**config.mk**
```make
export PLATFORM = sky130hd
export DESIGN_NAME = watchdog_interval_timer
export DESIGN_NICKNAME = d
export VERILOG_FILES = /design/src/rtl/wdt_pkg.sv /design/src/rtl/watchdog_interval_timer.sv /design/src/rtl/wdt_prescaler.sv
export SDC_FILE = /design/constraint.sdc
export NUM_CORES = 1
export LEC_CHECK = 0
export ABC_AREA = 1
export BUFFER_PORTS_ARGS = -buffer_cell sky130_fd_sc_hd__buf_2
export CAP_MARGIN = 20
export CELL_PAD_IN_SITES_DETAIL_PLACEMENT = 0
export CELL_PAD_IN_SITES_GLOBAL_PLACEMENT = 1
export CORE_ASPECT_RATIO = 0.7
export CORE_MARGIN = 10
export CORE_UTILIZATION = 39
export CTS_CLUSTER_DIAMETER = 30
export DETAILED_ROUTE_END_ITERATION = 7
export PLACE_DENSITY = 0.84
export SETUP_SLACK_MARGIN = 0.4
export SYNTH_ARGS = -nofsm -noshare
export SYNTH_HDL_FRONTEND = slang
export SYNTH_SLANG_ARGS = --single-unit
```
**constraint.sdc**
```tcl
create_clock -name clock_in -period 2.35 [get_ports clock_in]
set_input_delay 0.1175 -clock clock_in [delete_from_list [all_inputs] [get_ports clock_in]]
set_output_delay 0.1175 -clock clock_in [all_outputs]
set_load 0.01 [all_outputs]
```
**src/rtl/wdt_pkg.sv**
```systemverilog
package wdt_pkg;
	localparam logic [15:0] wdt_clock_select_addr = 16'hff42;
	localparam logic [15:0] wdt_mode_control_addr = 16'hff48;
	localparam logic [7:0] wdt_clock_select_rst = 8'h00;
	localparam logic [7:0] wdt_mode_control_rst = 8'h00;
	localparam int clksel_lsb = 0;
	localparam int clksel_w = 3;
	localparam int run_pos = 7;
	localparam int mode_hi_pos = 4;
	localparam int mode_lo_pos = 3;
	localparam int presc_w = 10;
	localparam int div_count = 4;
	// log2 of prescaler division for clksel codes 000, 010, 100, 110
	localparam int div_log2 [div_count] = '{4, 6, 8, 10};
	localparam int cnt_w = 7;
	localparam logic [6:0] cnt_last = 7'h7f;
	typedef enum logic [1:0] {
		mode_stop = 2'b00,
		mode_interval = 2'b01,
		mode_wdt_nmi = 2'b10,
		mode_wdt_reset = 2'b11
	} mode_e;
endpackage

```
**src/rtl/watchdog_interval_timer.sv**
```systemverilog
// Contract
// (RULE1) in watchdog modes an overflow means runaway: raise nmi or reset per mode
// (RULE2) interval mode raises an interrupt repeatedly at the software chosen period
// (RULE3) clock select 000/010/100/110 divides by 16/64/256/1024; other codes prohibited
// (RULE4) software writes clock select only as a whole byte
// (RULE5) clock select register clears to zero on reset
// (RULE6) mode register takes bit and byte writes, clears to zero on reset
// (RULE7) run bit 0 keeps counter stopped; writing 1 clears counter then counts
// (RULE8) mode 00 stops operation; 01 interval mode with maskable interrupt per overflow
// (RULE9) mode 10 gives a non-maskable interrupt on overflow
// (RULE10) mode 11 starts a reset on overflow
// (RULE11) run bit once set ignores software writes of zero
// (RULE12) mode bits once set stay set until reset
// (RULE13) interval counting begins when the run bit is written to 1
// (RULE14) first overflow after restart may be up to 0.8 percent early
// (RULE15) software checks the watchdog flag is 0 before setting upper mode bit
// (RULE16) selecting a watchdog mode with flag already set gives an immediate nmi
// (RULE17) overflow after 128 count clocks, wrap to zero and keep counting
// (RULE18) every overflow in an active mode sets the flag until software clears it
`timescale 1ns/100ps
module watchdog_interval_timer
(
	// clock and control
	input wire logic clock_in,
	input wire logic rst_in,
	input wire logic ce_in,
	// special function register access
	input wire logic [15:0] sfr_addr_in,
	input wire logic [7:0] sfr_wdata_in,
	input wire logic sfr_wr_in,
	input wire logic sfr_bit_wr_in,
	input wire logic [2:0] sfr_bit_sel_in,
	input wire logic sfr_bit_val_in,
	input wire logic sfr_rd_in,
	output logic [7:0] sfr_rdata_out,
	// interrupt request flag
	input wire logic wdt_irq_flag_clr_in,
	output logic wdt_irq_flag_out,
	// events
	output logic intv_irq_out,
	output logic nmi_out,
	output logic wdt_reset_out,
	// status
	output logic running_out,
	output wdt_pkg::mode_e mode_out
);
	import wdt_pkg::*;

	typedef struct packed {
		logic [clksel_w-1:0] clksel;
		logic run;
		mode_e mode;
		logic [cnt_w-1:0] cnt;
		logic flag;
		logic intv_irq;
		logic nmi;
		logic wdt_rst;
		logic [7:0] rdata;
	} wdt_s;

	wdt_s state_r;
	wdt_s state_nxt;
	logic tick;

	// count clock divider, free running outside reset
	wdt_prescaler u_presc
	(
		.clock_in(clock_in),
		.rst_in(rst_in),
		.ce_in(ce_in),
		.tap_in(state_r.clksel[2:1]),
		.tick_out(tick)
	);

	// register views as software reads them; unused bits read as zero
	logic [7:0] mode_view;
	logic [7:0] clksel_view;

	always_comb
	begin
		mode_view = '0;
		mode_view[run_pos] = state_r.run;
		mode_view[mode_hi_pos] = state_r.mode[1];
		mode_view[mode_lo_pos] = state_r.mode[0];
		clksel_view = '0;
		clksel_view[clksel_lsb +: clksel_w] = state_r.clksel;
	end

	logic mode_hit;
	logic csel_hit;
	logic [7:0] mode_wr;
	logic mode_we;
	logic run_kick;
	logic count_en;
	logic overflow;
	logic arm_nmi;

	// address decode and merge of a byte or bit write into the mode view
	always_comb
	begin
		mode_hit = (sfr_addr_in == wdt_mode_control_addr);
		csel_hit = (sfr_addr_in == wdt_clock_select_addr);
		mode_wr = mode_view;
		mode_we = 1'b0;
		run_kick = 1'b0;
		if (mode_hit && sfr_wr_in)
		begin
			mode_wr = sfr_wdata_in;
			mode_we = 1'b1;
			run_kick = sfr_wdata_in[run_pos];
		end
		else if (mode_hit && sfr_bit_wr_in) // RULE6
		begin
			mode_wr[sfr_bit_sel_in] = sfr_bit_val_in;
			mode_we = 1'b1;
			// a bit write to another bit must not restart the count
			run_kick = (sfr_bit_sel_in == 3'(run_pos)) && sfr_bit_val_in;
		end
	end

	// counting, overflow and the arming hazard
	always_comb
	begin
		count_en = state_r.run && (state_r.mode != mode_stop) && tick; // RULE8
		overflow = count_en && (state_r.cnt == cnt_last); // RULE17
		// flag already pending when a watchdog mode is first chosen
		arm_nmi = mode_we && !state_r.mode[1] && mode_wr[mode_hi_pos] && state_r.flag; // RULE16
	end

	logic intv_hit;
	logic nmi_hit;
	logic rst_hit;

	// one event kind per mode; overflow is already gated off in stop mode
	always_comb
	begin
		intv_hit = 1'b0;
		nmi_hit = 1'b0;
		rst_hit = 1'b0;
		case (state_r.mode)
			mode_interval: intv_hit = overflow; // RULE2 RULE8
			mode_wdt_nmi: nmi_hit = overflow; // RULE1 RULE9
			mode_wdt_reset: rst_hit = overflow; // RULE1 RULE10
			default: intv_hit = 1'b0;
		endcase
	end

	always_comb
	begin
		state_nxt = state_r;
		// clock select takes byte writes only; bit writes are dropped
		if (csel_hit && sfr_wr_in)
		begin
			state_nxt.clksel = sfr_wdata_in[clksel_lsb +: clksel_w]; // RULE4
		end
		// run and mode bits are only or-ed in, so runaway code cannot disarm
		if (mode_we)
		begin
			state_nxt.run = state_r.run | mode_wr[run_pos]; // RULE11
			state_nxt.mode = mode_e'(state_r.mode | {mode_wr[mode_hi_pos],
				mode_wr[mode_lo_pos]}); // RULE12
		end
		// the kick clears only the counter; the prescaler keeps its phase
		if (run_kick)
		begin
			state_nxt.cnt = '0; // RULE7 RULE13
		end
		else if (count_en)
		begin
			state_nxt.cnt = state_r.cnt + 7'h01; // RULE17
		end
		state_nxt.intv_irq = intv_hit;
		state_nxt.nmi = nmi_hit || arm_nmi;
		state_nxt.wdt_rst = rst_hit;
		// set beats a clear in the same cycle
		if (overflow)
		begin
			state_nxt.flag = 1'b1; // RULE18
		end
		else if (wdt_irq_flag_clr_in)
		begin
			state_nxt.flag = 1'b0;
		end
		// read data stands one cycle; unmapped addresses read as zero
		state_nxt.rdata = 8'h00;
		if (sfr_rd_in)
		begin
			if (mode_hit)
				state_nxt.rdata = mode_view;
			else if (csel_hit)
				state_nxt.rdata = clksel_view;
		end
	end

	// reset acts even while the clock enable is low
	always_ff @(posedge clock_in)
	begin
		if (rst_in)
		begin
			state_r <= '0;
			state_r.clksel <= wdt_clock_select_rst[clksel_w-1:0]; // RULE5
			state_r.run <= wdt_mode_control_rst[run_pos]; // RULE6
			state_r.mode <= mode_stop;
		end
		else if (ce_in)
			state_r <= state_nxt;
	end

	assign sfr_rdata_out = state_r.rdata;
	assign wdt_irq_flag_out = state_r.flag;
	assign intv_irq_out = state_r.intv_irq;
	assign nmi_out = state_r.nmi;
	assign wdt_reset_out = state_r.wdt_rst;
	assign running_out = state_r.run;
	assign mode_out = state_r.mode;
endmodule // watchdog_interval_timer

```
**src/rtl/wdt_prescaler.sv**
```systemverilog
`timescale 1ns/100ps
module wdt_prescaler
(
	// clock and control
	input wire logic clock_in,
	input wire logic rst_in,
	input wire logic ce_in,
	// tap select, clksel bits 2:1
	input wire logic [1:0] tap_in,
	// count clock tick
	output logic tick_out
);
	import wdt_pkg::*;

	typedef struct packed {
		logic [presc_w-1:0] presc;
		logic tick;
	} presc_s;

	presc_s state_r;
	presc_s state_nxt;
	logic [div_count-1:0] tap_hit;

	// the divider is never cleared by a restart, so the first count period may be short
	genvar g;
	generate
		for (g = 0; g < div_count; g++)
		begin : g_tap
			assign tap_hit[g] = &state_r.presc[div_log2[g]-1:0];
		end
	endgenerate

	always_comb
	begin
		state_nxt = state_r;
		state_nxt.presc = state_r.presc + 10'h001;
		state_nxt.tick = tap_hit[tap_in]; // RULE3 RULE14
	end

	always_ff @(posedge clock_in)
	begin
		if (rst_in)
			state_r <= '0;
		else if (ce_in)
			state_r <= state_nxt;
	end

	assign tick_out = state_r.tick;
endmodule // wdt_prescaler

```
==> impl_table.tex <==
\begin{tabular}{lr}
\hline
Metric & Value \\
\hline
\multicolumn{2}{l}{\textbf{Outcome}} \\
Result of the run & completed \\
\multicolumn{2}{l}{\textbf{Floorplanning}} \\
Site row count & 20 \\
Die Height & 77.09 um \\
Core Footprint & 4429 um2 \\
Area enclosed by the die boundary & 7828 um2 \\
Die width & between 100 and 150 um \\
Boundary Pins & 50 \\
Initial cell density of the core & 0.4099 \\
\multicolumn{2}{l}{\textbf{Yosys}} \\
Dominant cell type by area after synthesis & dfxtp\_1 \\
Synthesized instance count & 248 \\
Post-synthesis async set-or-reset flop share & 0 \\
Seq/Total Area, Yosys & 0.3749 \\
Warnings from Yosys & 0 \\
Leading cell types by total area after synthesis & dfxtp\_1, a21oi\_1, nand2\_1, nand3\_1, inv\_1 \\
Yosys reg bits & 34 \\
Post-Synthesis Cell Area & $\sim$1800 um2 \\
Post-synthesis cell type count & 33 \\
Most common library cells after synthesis & dfxtp\_1, nand2\_1, a21oi\_1 \\
Most common flop cell mapped by yosys & dfxtp\_1 \\
Number of flops mapped to enable cells by yosys & 0 \\
Avg Synthesized Cell Area & between 7 and 8 um2 \\
Fraction of post-synthesis cell area in the top cell type by area & 0.3749 \\
\multicolumn{2}{l}{\textbf{Timing}} \\
Final Hold Violating Endpoints & 0 \\
Max Transition Viols Final & 0 \\
Worst Slack Setup Final & 792.4 ps \\
Period minus WS final & between 1500 and 2000 ps \\
Max Clock Skew & between 6 and 7 ps \\
Worst-Margin Slew & 590.3 ps \\
Unrepaired setup endpoints after global routing & false \\
Setup violators final & 0 \\
Remaining max-slew budget at the tightest pin & 0.6060 \\
Highest clock frequency the design can meet & 0.6420 GHz \\
Setup\_tns & 0 ps \\
Share of the cycle needed by the critical path after routing & 0.6628 \\
\multicolumn{2}{l}{\textbf{Placed design}} \\
Pre-CTS setup slack & approximately 790 ps \\
HPWL after detailed placement & 3.390 mm \\
RD Place Congestion & 0.7837 \\
Count of buffers inserted at the top-level ports & 45 \\
\multicolumn{2}{l}{\textbf{Setup path}} \\
Data arrival time of the critical path & 1780 ps \\
Critical path launch point type & flip-flop \\
Required time reported for the critical path endpoint & $\sim$2600 ps \\
Highest fanout seen on the critical path & 4 \\
Ordered cell list for the critical path & ha\_1 -> nand2\_1 -> nor3\_1 -> nand2\_1 -> nor2\_1 -> nand4\_1 -> a21oi\_1 \\
Type of the setup path with the least slack & flip-flop to flip-flop \\
Worst stage delay on the critical path & 370 ps \\
Slowest library cell on the worst path & dfxtp\_1 \\
Category of the worst setup path capture point & flip-flop \\
CP dominant cell by count & nand2\_1 \\
\multicolumn{2}{l}{\textbf{Min path}} \\
Tightest Hold Check Type & primary input to flip-flop \\
\multicolumn{2}{l}{\textbf{Final layout}} \\
Area growth from synthesis to layout & 16.13\% \\
Multi-input gate area in the final layout & 922.1 um2 \\
Number of filler instances in the final layout & 468 \\
Register Area & 680.7 um2 \\
Layout Nets & 323 \\
Layout cell share with drive strength beyond 1 & 0.2509 \\
Antenna cell count & 0 \\
\multicolumn{2}{l}{\textbf{Power}} \\
Power dissipated by switching net loads & 0.0002621 W \\
Proportion of power drawn by the clock network & 0.394 \\
Cell internal power dissipation & around 0.00086 W \\
VDD IR max & about 460 uV \\
Switching Fraction & 0.2345 \\
Portion of total power attributed to sequential cells & 0.526 \\
Ratio of total power to cell area & about 530 nW/um2 \\
Portion of total power attributed to combinational logic & 0.080 \\
Static Leak & 0.8935 nW \\
\multicolumn{2}{l}{\textbf{Job}} \\
Number of violations of the max-capacitance limit & 0 \\
\multicolumn{2}{l}{\textbf{Clock tree}} \\
Clock buffer count from CTS & 5 \\
Number of H-tree levels & 2 \\
\# Post-CTS Setup Buffers & 0 \\
\# hold bufs at CTS & 0 \\
Post-cts resize count & 0 \\
Clock tree buffer depth & 2 \\
Num Clock Sinks & 34 \\
Clock-pin slew of the registers on the worst-case setup and hold paths & 60 ps \\
Clock insertion delay at the later pin of the skew report & between 200 and 300 ps \\
Clock Root Buffer & clkbuf\_8 \\
Clock tree from TritonCTS & done \\
\multicolumn{2}{l}{\textbf{Drt}} \\
DRC Markers & 0 \\
Pre-Repair DR Iteration Count & 4 \\
Drt first-iter violations & 84 \\
Mean routed wirelength per cell & about 13 um \\
Post-detailed-route via-to-cell ratio & 4.816 \\
DR vias & 1647 \\
WL final & around 4.4 mm \\
Number of routed nets with antenna violations & 0 \\
\multicolumn{2}{l}{\textbf{Global routing}} \\
Global-route congestion overflow total & 0 \\
Antenna violations before repair & 0 \\
Wire length of the first global-routing pass & 7.610 mm \\
Pin count of the biggest net entering global routing & 21 \\
GRT Util Overall & 0.1197 \\
Via count of the first global-routing pass & 1601 \\
\hline
\end{tabular}
==> layout make-up <==
cell class                      count  share of cell area
Clock inverter                      1            0.002374
Timing Repair Buffer               46              0.1104
Clock buffer                        7             0.04095
Inverter                           30             0.05341
Tap cell                           55             0.03264
Multi-Input combinational cell    169              0.4374
Sequential cell                    34              0.3228
==> per-stage QoR <==
step / std cells / util / total power (W) / hold WS, ps / area [um2]
after CTS: 342 / 0.4760 / 0.001134 / 98.56 / 2108
after global routing: 342 / 0.4760 / 0.001190 / 115.2 / 2108
final: 342 / 0.4760 / 0.001118 / 106.3 / 2108
after detailed placement: 334 / 0.4554 / 0.0006905 / 405.6 / 2017
after floorplan: 249 / - / 0.0006510 / 186.6 / 1819
after global placement: 334 / 0.4554 / 0.0006898 / 392.1 / 2017
==> worst max-delay path: cells and delay by family, from the launching register on <==
family / cells / cell delay [ps]
adder cells (fa/ha/maj): 1 / 200
AND/OR/NAND/NOR: 5 / 780
AO/OA/AOI/OAI: 1 / 140
flip-flops: 1 / 370
==> cell usage in the layout, fill, tap and decap left out, types with 2 or more instances in the layout <==
cell type	n
o211ai_1	2
inv_1	27
inv_2	3
nand2_2	4
xor2_1	3
nor2_2	2
nand3_1	22
nand3_4	3
nor3b_1	2
o21ai_0	15
ha_1	2
dfxtp_1	34
nor2_1	22
a21oi_1	30
clkbuf_8	6
nor3_1	6
nand4_1	8
buf_2	45
nand2_1	34
conb_1	2
==> registers in the layout, indices dropped and copies added, names as in the netlist <==
register          cells
u_presc.state_r      10
state_r               7
sfr_rdata_out         6
clksel_view           3
mode_out              2
intv_irq_out          1
nmi_out               1
running_out           1
u_presc.tick_out      1
wdt_irq_flag_out      1
wdt_reset_out         1
==> layer usage <==
| metal | track usage | share of wire |
|---|---|---|
| met1 | 0.1615 | 0.51 |
| met2 | 0.1700 | 0.42 |
| met3 | 0.04029 | 0.051 |
| met4 | 0.04274 | 0.015 |
| met5 | 0 | 0 |
==> cell families (layout without fill, tap and decap cells) <==
| logic type | Yosys count | count (layout) | share of synthesized area |
|---|---|---|---|
| DFF | 34 | 34 | 0.3749 |
| and+or+nand+nor | 111 | 111 | 0.3219 |
| buffers and inverters | 46 | 84 | 0.1192 |
| AOI/OAI and AO/OA | 51 | 51 | 0.1537 |
| xor gates and xnor gates | 3 | 3 | 0.01448 |
| adders and majority gates | 2 | 2 | 0.01378 |
| other | 1 | 2 | 0.002066 |
==> worst paths after layout <==
path              cells past startpoint  slack, ps                           to                   startpoint
setup reg to reg                      7        790   wdt_reset_out$_SDFFE_PP0P_     state_r[12]$_SDFFE_PP0P_
setup / recovery                      7        790   wdt_reset_out$_SDFFE_PP0P_     state_r[12]$_SDFFE_PP0P_
hold reg to reg                       2        440  clksel_view[0]$_SDFFE_PP0P_  clksel_view[0]$_SDFFE_PP0P_
hold / removal                        3        110  clksel_view[0]$_SDFFE_PP0P_              sfr_wdata_in[0]
==> power by group through the flow <==
stage               combinational, W  sequential (W)  clock (W)
finish                     0.0000896        0.000588   0.000440
global placement           0.0000885        0.000601          0
floorplan                  0.0000503        0.000601          0
CTS                        0.0000897        0.000588   0.000456
detailed placement         0.0000894        0.000601          0
global route                0.000102        0.000589   0.000499
Note: power is estimated with default switching activity, not from simulation.
